### src/core/timer01_pkg.sv
// Shared constants and types for the Timer 0/1 block.
package timer01_pkg;

  // --------------------------------------------------------------------
  // Register indices (byte address is four times the index)
  // --------------------------------------------------------------------
  localparam int        ADDR_LSB       = 2;
  localparam int        IDX_W          = 8;
  localparam logic [7:0] IDX_CONTROL   = 8'h88;
  localparam logic [7:0] IDX_MODE      = 8'h89;
  localparam logic [7:0] IDX_T0_LO     = 8'h8a;
  localparam logic [7:0] IDX_T1_LO     = 8'h8b;
  localparam logic [7:0] IDX_T0_HI     = 8'h8c;
  localparam logic [7:0] IDX_T1_HI     = 8'h8d;
  localparam logic [7:0] IDX_CLOCK_SEL = 8'h8e;
  localparam logic [7:0] IDX_EXT_CFG   = 8'h90;
  localparam logic [7:0] RESET_BYTE    = 8'h00;

  // --------------------------------------------------------------------
  // Field positions
  // --------------------------------------------------------------------
  localparam int CK_T3_HI  = 7;
  localparam int CK_T3_LO  = 6;
  localparam int CK_T2_HI  = 5;
  localparam int CK_T2_LO  = 4;
  localparam int CK_T1_SYS = 3;
  localparam int CK_T0_SYS = 2;
  localparam int CK_DIV    = 0;
  localparam int CT_T1_FLG = 7;
  localparam int CT_T1_RUN = 6;
  localparam int CT_T0_FLG = 5;
  localparam int CT_T0_RUN = 4;
  localparam int CT_EXT_W  = 4;
  localparam int CFG_POL_A = 0;
  localparam int CFG_POL_B = 1;
  localparam int CFG_IRQ0  = 2;
  localparam int CFG_IRQ1  = 3;
  localparam int LO5_W     = 5;

  // --------------------------------------------------------------------
  // Prescaler terminal counts
  // --------------------------------------------------------------------
  localparam logic [3:0] DIV12_LAST   = 4'hb;
  localparam logic [1:0] DIV4_LAST    = 2'h3;
  localparam logic [1:0] QUAD_LAST    = 2'h3;
  localparam logic [2:0] EXT_DIV_LAST = 3'h7;

  // --------------------------------------------------------------------
  // Types
  // --------------------------------------------------------------------
  typedef enum logic [1:0] {
    DIV_BY_12 = 2'h0,
    DIV_BY_4  = 2'h1,
    DIV_BY_48 = 2'h2,
    DIV_EXT_8 = 2'h3
  } divider_type;

  typedef enum logic [1:0] {
    MODE_13BIT   = 2'h0,
    MODE_16BIT   = 2'h1,
    MODE_RELOAD8 = 2'h2,
    MODE_SPLIT   = 2'h3
  } timer_mode_type;

  typedef struct packed {
    logic           pin_gating;
    logic           count_select;
    timer_mode_type mode_field;
  } timer_cfg_type;

  typedef struct packed {
    logic [15:0] val;
    logic        ovf;
  } count_step_type;

endpackage : timer01_pkg

### src/core/timer01_core.sv
// Timer 0 and Timer 1 with clock selection and an APB register slave.
module timer01_core
  import timer01_pkg::*;
(
  input  wire logic        pclk,
  input  wire logic        presetn,
  input  wire logic        psel,
  input  wire logic        penable,
  input  wire logic        pwrite,
  input  wire logic [11:0] paddr,
  input  wire logic [31:0] pwdata,
  output logic      [31:0] prdata,
  output logic             pready,
  output logic             pslverr,
  input  wire logic        timer0_event_pin,
  input  wire logic        timer1_event_pin,
  input  wire logic        ext_gate_input_a,
  input  wire logic        ext_gate_input_b,
  input  wire logic        ext_osc_clk,
  input  wire logic        timer0_vector_ack,
  input  wire logic        timer1_vector_ack,
  input  wire logic        timer2_alt_tick,
  input  wire logic        timer3_alt_tick,
  output logic             timer0_irq,
  output logic             timer1_irq,
  output logic             timer1_overflow,
  output logic             timer2_lo_tick,
  output logic             timer2_hi_tick,
  output logic             timer3_lo_tick,
  output logic             timer3_hi_tick
);

  // --------------------------------------------------------------------
  // Declarations
  // --------------------------------------------------------------------
  localparam int PIN_N = 5;
  localparam int PIN_EV0 = 0;
  localparam int PIN_EV1 = 1;
  localparam int PIN_GA = 2;
  localparam int PIN_GB = 3;
  localparam int PIN_OSC = 4;

  logic [7:0]       clock_sel_r;
  logic [7:0]       ext_cfg_r;
  timer_cfg_type    cfg0_r;
  timer_cfg_type    cfg1_r;
  logic             run0_r;
  logic             run1_r;
  logic [CT_EXT_W-1:0] ext_ctl_r;
  logic             flag0_r;
  logic             flag1_r;
  logic [7:0]       t0_lo_r;
  logic [7:0]       t0_hi_r;
  logic [7:0]       t1_lo_r;
  logic [7:0]       t1_hi_r;
  logic [PIN_N-1:0] pin_meta_r;
  logic [PIN_N-1:0] pin_sync_r;
  logic [PIN_N-1:0] pin_prev_r;
  logic [3:0]       div12_r;
  logic [1:0]       quad_r;
  logic [2:0]       ext_div_r;
  logic [IDX_W-1:0] idx;
  logic             mapped;
  logic             wr_en;
  logic [7:0]       rd_byte;
  logic             tick4;
  logic             tick12;
  logic             tick48;
  logic             ext_edge;
  logic             ext_tick;
  logic             presc_tick;
  logic             tclk0;
  logic             tclk1;
  logic             fall0;
  logic             fall1;
  logic             gate_ok_a;
  logic             gate_ok_b;
  logic             split0;
  logic             tick0;
  logic             tick1;
  logic             adv0;
  logic             adv1;
  logic             hi_adv;
  logic             flag0_set;
  logic             flag1_set;
  logic             flag0_clr;
  logic             flag1_clr;
  count_step_type   step0;
  count_step_type   step1;

  // --------------------------------------------------------------------
  // Helper functions
  // --------------------------------------------------------------------
  // Next count and overflow for one timer in the given mode.
  function automatic count_step_type step_count(
    input logic [7:0]     hi,
    input logic [7:0]     lo,
    input timer_mode_type mode
  );
    count_step_type r;
    logic [12:0]    c13;
    r   = '0;
    c13 = {hi, lo[LO5_W-1:0]} + 13'h0001;
    case (mode)
      MODE_13BIT: begin
        r.val = {c13[12:LO5_W], lo[7:LO5_W], c13[LO5_W-1:0]};
        r.ovf = &{hi, lo[LO5_W-1:0]};
      end
      MODE_16BIT: begin
        r.val = {hi, lo} + 16'h0001;
        r.ovf = &{hi, lo};
      end
      MODE_RELOAD8: begin
        r.val = {hi, (&lo) ? hi : lo + 8'h01};
        r.ovf = &lo;
      end
      default: begin
        r.val = {hi, lo + 8'h01};
        r.ovf = &lo;
      end
    endcase
    return r;
  endfunction : step_count

  // Register read mux for one index.
  function automatic logic [7:0] read_byte(input logic [IDX_W-1:0] i);
    logic [7:0] v;
    v = RESET_BYTE;
    case (i)
      IDX_CONTROL:   v = {flag1_r, run1_r, flag0_r, run0_r, ext_ctl_r};
      IDX_MODE:      v = {cfg1_r, cfg0_r};
      IDX_T0_LO:     v = t0_lo_r;
      IDX_T1_LO:     v = t1_lo_r;
      IDX_T0_HI:     v = t0_hi_r;
      IDX_T1_HI:     v = t1_hi_r;
      IDX_CLOCK_SEL: v = clock_sel_r;
      IDX_EXT_CFG:   v = ext_cfg_r;
      default:       v = RESET_BYTE;
    endcase
    return v;
  endfunction : read_byte

  // --------------------------------------------------------------------
  // APB slave
  // --------------------------------------------------------------------
  // Decode the word index; upper and lane bits must be zero.
  assign idx    = paddr[ADDR_LSB +: IDX_W];
  assign mapped = (paddr[11:ADDR_LSB+IDX_W] == '0)
                  && (paddr[ADDR_LSB-1:0] == '0)
                  && (idx inside {IDX_CONTROL, IDX_MODE, IDX_T0_LO,
                                  IDX_T1_LO, IDX_T0_HI, IDX_T1_HI,
                                  IDX_CLOCK_SEL, IDX_EXT_CFG});
  assign pready  = 1'b1;
  assign pslverr = psel && penable && !mapped;
  assign wr_en   = psel && penable && pwrite && mapped;

  // A process rather than an assign, so register changes re-run the mux.
  always_comb begin
    rd_byte = read_byte(idx);
  end

  // Read data is captured in the setup cycle, ready in the access cycle.
  always_ff @(posedge pclk or negedge presetn) begin
    if (!presetn) begin
      prdata <= '0;
    end else if (psel && !penable && !pwrite) begin
      prdata <= {24'h000000, mapped ? rd_byte : RESET_BYTE};
    end
  end

  // Configuration registers written by software.
  always_ff @(posedge pclk or negedge presetn) begin
    if (!presetn) begin
      clock_sel_r <= RESET_BYTE;
      ext_cfg_r   <= RESET_BYTE;
      cfg0_r      <= '0;
      cfg1_r      <= '0;
      run0_r      <= 1'b0;
      run1_r      <= 1'b0;
      ext_ctl_r   <= '0;
    end else if (wr_en) begin
      case (idx)
        IDX_CLOCK_SEL: clock_sel_r <= pwdata[7:0];
        IDX_EXT_CFG:   ext_cfg_r   <= pwdata[7:0];
        IDX_MODE:      {cfg1_r, cfg0_r} <= pwdata[7:0];
        IDX_CONTROL: begin
          run1_r    <= pwdata[CT_T1_RUN];
          run0_r    <= pwdata[CT_T0_RUN];
          ext_ctl_r <= pwdata[CT_EXT_W-1:0];
        end
        default: ;
      endcase
    end
  end

  // --------------------------------------------------------------------
  // Pin synchronisers and edge detect
  // --------------------------------------------------------------------
  // Two stages per pin, then a third stage for edges.
  always_ff @(posedge pclk or negedge presetn) begin
    if (!presetn) begin
      pin_meta_r <= '0;
      pin_sync_r <= '0;
      pin_prev_r <= '0;
    end else begin
      pin_meta_r <= {ext_osc_clk, ext_gate_input_b, ext_gate_input_a,
                     timer1_event_pin, timer0_event_pin};
      pin_sync_r <= pin_meta_r;
      pin_prev_r <= pin_sync_r;
    end
  end

  // Falling edges on the synchronised event pins, a rising edge on the oscillator.
  assign fall0    = pin_prev_r[PIN_EV0] && !pin_sync_r[PIN_EV0];
  assign fall1    = pin_prev_r[PIN_EV1] && !pin_sync_r[PIN_EV1];
  assign ext_edge = !pin_prev_r[PIN_OSC] && pin_sync_r[PIN_OSC];

  // Gate levels compared with the configured active polarity.
  assign gate_ok_a = !cfg0_r.pin_gating
                     || (pin_sync_r[PIN_GA] == ext_cfg_r[CFG_POL_A]);
  assign gate_ok_b = !cfg1_r.pin_gating
                     || (pin_sync_r[PIN_GB] == ext_cfg_r[CFG_POL_B]);

  // --------------------------------------------------------------------
  // Prescaler
  // --------------------------------------------------------------------
  // Divide by 12, its low bits giving /4 and a quarter counter giving /48.
  always_ff @(posedge pclk or negedge presetn) begin
    if (!presetn) begin
      div12_r <= '0;
      quad_r  <= '0;
    end else begin
      div12_r <= (div12_r == DIV12_LAST) ? '0 : div12_r + 4'h1;
      if (tick12) begin
        quad_r <= quad_r + 2'h1;
      end
    end
  end

  // External clock edges counted by eight.
  always_ff @(posedge pclk or negedge presetn) begin
    if (!presetn) begin
      ext_div_r <= '0;
    end else if (ext_edge) begin
      ext_div_r <= ext_div_r + 3'h1;
    end
  end

  assign tick12   = (div12_r == DIV12_LAST);
  assign tick4    = (div12_r[1:0] == DIV4_LAST);
  assign tick48   = tick12 && (quad_r == QUAD_LAST);
  assign ext_tick = ext_edge && (ext_div_r == EXT_DIV_LAST);

  // Prescaled tick chosen by the shared divider field.
  always_comb begin
    case (divider_type'(clock_sel_r[CK_DIV +: 2]))
      DIV_BY_12: presc_tick = tick12;
      DIV_BY_4:  presc_tick = tick4;
      DIV_BY_48: presc_tick = tick48;
      DIV_EXT_8: presc_tick = ext_tick;
      default:   presc_tick = 1'b0;
    endcase
  end

  // Timer clocks: system clock or prescaled tick.
  assign tclk0 = clock_sel_r[CK_T0_SYS] | presc_tick;
  assign tclk1 = clock_sel_r[CK_T1_SYS] | presc_tick;

  // Clock choices handed to the Timer 2 and Timer 3 bytes.
  assign timer2_lo_tick = clock_sel_r[CK_T2_LO] | timer2_alt_tick;
  assign timer2_hi_tick = clock_sel_r[CK_T2_HI] | timer2_alt_tick;
  assign timer3_lo_tick = clock_sel_r[CK_T3_LO] | timer3_alt_tick;
  assign timer3_hi_tick = clock_sel_r[CK_T3_HI] | timer3_alt_tick;

  // --------------------------------------------------------------------
  // Count enables
  // --------------------------------------------------------------------
  // Timer 0 (or its low byte in split mode) and the split high byte.
  assign split0 = (cfg0_r.mode_field == MODE_SPLIT);
  assign tick0  = cfg0_r.count_select ? fall0 : tclk0;
  assign adv0   = run0_r && gate_ok_a && tick0;
  assign hi_adv = split0 && run1_r && tclk0;
  assign step0  = step_count(t0_hi_r, t0_lo_r, cfg0_r.mode_field);

  // Timer 1 loses pin clocking and its run bit while Timer 0 is split.
  assign tick1 = (cfg1_r.count_select && !split0) ? fall1 : tclk1;
  assign adv1  = (cfg1_r.mode_field != MODE_SPLIT) && tick1
                 && (split0 || (run1_r && gate_ok_b));
  assign step1 = step_count(t1_hi_r, t1_lo_r, cfg1_r.mode_field);

  // --------------------------------------------------------------------
  // Count registers
  // --------------------------------------------------------------------
  // Timer 0 bytes; a software write wins over counting.
  always_ff @(posedge pclk or negedge presetn) begin
    if (!presetn) begin
      t0_lo_r <= RESET_BYTE;
      t0_hi_r <= RESET_BYTE;
    end else begin
      if (wr_en && idx == IDX_T0_LO) begin
        t0_lo_r <= pwdata[7:0];
      end else if (adv0) begin
        t0_lo_r <= step0.val[7:0];
      end
      if (wr_en && idx == IDX_T0_HI) begin
        t0_hi_r <= pwdata[7:0];
      end else if (hi_adv) begin
        t0_hi_r <= t0_hi_r + 8'h01;
      end else if (adv0 && !split0) begin
        t0_hi_r <= step0.val[15:8];
      end
    end
  end

  // Timer 1 bytes; a software write wins over counting.
  always_ff @(posedge pclk or negedge presetn) begin
    if (!presetn) begin
      t1_lo_r <= RESET_BYTE;
      t1_hi_r <= RESET_BYTE;
    end else begin
      if (wr_en && idx == IDX_T1_LO) begin
        t1_lo_r <= pwdata[7:0];
      end else if (adv1) begin
        t1_lo_r <= step1.val[7:0];
      end
      if (wr_en && idx == IDX_T1_HI) begin
        t1_hi_r <= pwdata[7:0];
      end else if (adv1) begin
        t1_hi_r <= step1.val[15:8];
      end
    end
  end

  // --------------------------------------------------------------------
  // Overflow flags
  // --------------------------------------------------------------------
  assign flag0_set = adv0 && step0.ovf;
  assign flag1_set = split0 ? (hi_adv && (&t0_hi_r))
                            : (adv1 && step1.ovf);
  assign flag0_clr = timer0_vector_ack
                     || (wr_en && idx == IDX_CONTROL
                         && !pwdata[CT_T0_FLG]);
  assign flag1_clr = timer1_vector_ack
                     || (wr_en && idx == IDX_CONTROL
                         && !pwdata[CT_T1_FLG]);

  // Software may also set a flag; a hardware set wins over any clear.
  always_ff @(posedge pclk or negedge presetn) begin
    if (!presetn) begin
      flag0_r <= 1'b0;
      flag1_r <= 1'b0;
    end else begin
      if (flag0_set || (wr_en && idx == IDX_CONTROL
                        && pwdata[CT_T0_FLG])) begin
        flag0_r <= 1'b1;
      end else if (flag0_clr) begin
        flag0_r <= 1'b0;
      end
      if (flag1_set || (wr_en && idx == IDX_CONTROL
                        && pwdata[CT_T1_FLG])) begin
        flag1_r <= 1'b1;
      end else if (flag1_clr) begin
        flag1_r <= 1'b0;
      end
    end
  end

  // Timer 1 overflow pulse kept even in split mode for baud use.
  always_ff @(posedge pclk or negedge presetn) begin
    if (!presetn) begin
      timer1_overflow <= 1'b0;
    end else begin
      timer1_overflow <= adv1 && step1.ovf;
    end
  end

  assign timer0_irq = flag0_r && ext_cfg_r[CFG_IRQ0];
  assign timer1_irq = flag1_r && ext_cfg_r[CFG_IRQ1];

  logic wr_t0;
  assign wr_t0 = wr_en && (idx == IDX_T0_LO || idx == IDX_T0_HI);
endmodule : timer01_core

### config.mk
export PLATFORM = sky130hd
export DESIGN_NAME = timer01_core
export DESIGN_NICKNAME = d
export VERILOG_FILES = /design/src/core/timer01_pkg.sv /design/src/core/timer01_core.sv
export SDC_FILE = /design/constraint.sdc
export NUM_CORES = 1
export LEC_CHECK = 0
export BUFFER_PORTS_ARGS = -buffer_cell sky130_fd_sc_hd__clkbuf_2
export CORE_MARGIN = 5
export CORE_UTILIZATION = 50
export DETAILED_ROUTE_END_ITERATION = 7
export GPL_ROUTABILITY_DRIVEN = 1
export MAX_ROUTING_LAYER = met4
export PLACE_DENSITY = 0.8
export SYNTH_ARGS = -nofsm -noshare
export SYNTH_HDL_FRONTEND = slang
export SYNTH_SLANG_ARGS = --single-unit
### constraint.sdc
create_clock -name pclk -period 2.97 [get_ports pclk]
set_clock_uncertainty 0.1 [all_clocks]
set_input_delay 0.594 -clock pclk [delete_from_list [all_inputs] [get_ports pclk]]
set_output_delay 0.594 -clock pclk [all_outputs]
set_load 0.01 [all_outputs]
==> impl_results.md <==
- Status: finished, final reports clean
- RSZ-0062 raised after global routing: no
- Area contributors post-synth: dfrtp_1 40%, mux2_2 8.0%, nand2_1 4.1%
- Worst IR drop on VDD: 0.000498 V
- Post-route setup TNS: 0 ns
- # resized after CTS: 0
- Post-synth EDFFs: 0
- Sequential power share: 47.8%
- Hold Slack: 0.153 ns
- Share of layout cells above drive strength 1: 23.8%
- Final core occ: 57.1%
- Clock share of power: a little over two fifths
- Total GRT Usage: between 20% and 30%
- Global-route wire length before repair: around 27000 µm
- Post-route insts no fill: 798
- Fin crit share: 88.6%
- Critical Path AT: 2.78 ns
- Register area: 2380 µm²
- Crit path launch type: flop
- Initial antenna violation count: 0
- Initial Util: slightly above 50%
- GRT busiest layer: met2
- Area occupied by multi-input gates: between 3000 and 4000 µm²
- Setup Crit Path Kind: flop to flop
- Critical Path RT: between 3 and 4 ns
- Main flop type after synthesis: dfrtp_1
- Min Tclk post-route: 2.63 ns
- Gate power share: 9.6%
- Pins Over Slew Limit: 0
- Cells after Synth: 612
- DRT iter0 DRCs: 563
- Vias: 5022
- Die H: 119 µm
- Synth Register Bits: 95
- ANT cells: 0
- Internal: 2.21 mW
- DRT antenna net count: 0
- GRT overflow: 0
- Critical register-to-register path startpoint: div12_r[0]
- # H-tree levels: 3
- GR Layer Usage met2: 39.3%
- Met1 global-route usage: between 30% and 40%
- Final setup viols: 0
- Post-Syn Area: 5930 µm²
- Net Switching: roughly 750 µW
- Async SR Flop Fraction: 100%
- Routed len/inst: 20.8 µm
- Slew HR: 48.4%
- IO buf count: 49
- Layout area overhead: 10.8%
- Final net count: 716
- Worst r2r path cells: 7
- DR DRC count: 0
- Largest net degree at the start of global routing: 52
- Via density: 6.29
- Inserted Clock Buffers: 9
- Clock Path Buffers: 2
- Area leader, netlist: dfrtp_1
- Clock slew at reported path FFs: 0.07 ns
- GPL Wtd Cong: 0.995
- CTS Hold Bufs: 0
- Met3 usage: 4.17%
- Total die area: 14100 µm²
- Postcts setup bufs: 0
- Critical Path Start: div12_r[0]
- I/O pin cnt: 99
- Pwr/cell area: 451 nW/µm²
- TritonRoute pass-1 iters: 7
- Crit end category: flop
- Most common library cells after synthesis: 95 x dfrtp_1, 65 x nand2_1, 45 x a21oi_1, 45 x nor2_1, 42 x mux2_2
- Die Wd: 119 µm
- Clk_lat worst skew: approximately 0.35 ns
- Slew @ Worst Pin: ~0.77 ns
- Syn_area_per_cell: 9.69 µm²
- Filler cells: ~970
- Final wirelength: 16600 µm
- MaxCap Viol Count: 0
- Leakage: 2.92 nW
- Inst Count DP: 783
- Root buffer cell: clkbuf_16
- Seq/Total Area, Yosys: 40.1%
- Clk sinks: 95
- Switch share: 25.4%
- Synth warnings: 0
- DP HPWL: 11900 µm
- Synth unique cells: slightly below 70
- Pwr Total: about 3 mW
- Post-synth top area share: 40.1%
- Fin. Hold Viols: 0
- Fmax: 380 MHz
- Worst-path fanout max: 7
- Clock tree from TritonCTS: done
- Most frequent cell after synthesis: dfrtp_1
- Core ar.: between 10000 and 15000 µm²
- Vias in the first global route: ~5000
- Row cnt: 39
- Hold WC Path Type: input pin to asynchronous set/reset pin
## state kept, by name (all words and copies together), names as in the netlist
name             cells
cfg0_r               4
cfg1_r               4
clock_sel_r          8
div12_r              4
ext_cfg_r            8
ext_ctl_r            4
ext_div_r            3
flag0_r              1
flag1_r              1
pin_meta_r           5
pin_prev_r           3
pin_sync_r           5
prdata               8
quad_r               2
run0_r               1
run1_r               1
t0_hi_r              8
t0_lo_r              8
t1_hi_r              8
t1_lo_r              8
timer1_overflow      1
## kinds of logic (layout without fill, tap and decap cells)
group | Yosys count | count (layout) | share of synthesized area [%]
fa+ha+maj | 7 | 7 | 1.48
xor+xnor | 23 | 23 | 3.40
simple gates | 202 | 202 | 18.4
mux | 70 | 70 | 14.4
flops | 95 | 95 | 40.1
buf+inv | 72 | 92 | 6.54
other cells | 2 | 25 | 0.127
compound gates | 141 | 141 | 15.5
## per-stage QoR
step | cell area [µm²] | setup WS [ns]
after floorplan | 6010 | 0.207
after global placement | 6250 | 0.376
after detailed placement | 6250 | 0.351
after CTS | 6570 | 0.346
after global routing | 6570 | 0.109
final | 6570 | 0.338
## per-layer routing
| metal | vias to the layer above | share of wire [%] |
|---|---|---|
| met5 | - | 0 |
| met4 | 0 | 3.5 |
| met3 | 59 | 9.1 |
| met2 | 296 | 48 |
| met1 | 2420 | 39 |
| li1 | 2247 | - |
## layout make-up
type                       count  share of cell area, %
clock buffer                   9                   3.43
clock inverter                 6                   1.39
inverter                      11                  0.628
multi-input combinational    468                   49.6
sequential                    95                   36.2
tap                          143                   2.72
timing repair buffer          66                   6.09
## path summary, 6_finish.rpt
path                            endpoint  slack (ns)
max                           t0_hi_r[6]        0.34
min                           div12_r[3]        0.15
max reg2reg                   t0_hi_r[6]        0.34
min reg2reg                pin_sync_r[2]        0.26
max in group asynchronous     t0_lo_r[0]        1.91
min in group pclk          pin_meta_r[0]        0.26
## power by group through the flow
stage	clock [mW]	sequential [mW]	combinational, mW
after global placement	0	1.43	0.265
final	1.26	1.41	0.284
after CTS	1.27	1.41	0.286
after detailed placement	0	1.43	0.284
after global routing	1.34	1.42	0.318
after floorplan	0	1.40	0.204
## layout by cell type (no fill, tap or decap), types with 12 or more instances in the layout
master / n
a21oi_1: 45
buf_4: 16
clkbuf_2: 48
conb_1: 25
dfrtp_1: 95
mux2_2: 42
mux2i_1: 20
nand2_1: 65
nand3_1: 12
nor2_1: 45
nor2b_1: 12
o21ai_0: 32
xnor2_1: 14
## worst max-delay path: stages (launching register included)
cell	delay, ns
dfrtp_1	0.37
ha_1	0.27
nand3b_4	0.13
or3_4	0.41
a31oi_1	0.61
a21oi_1	0.13
o311a_1	0.33
o31ai_1	0.18
(Power assumes the default switching activity.)
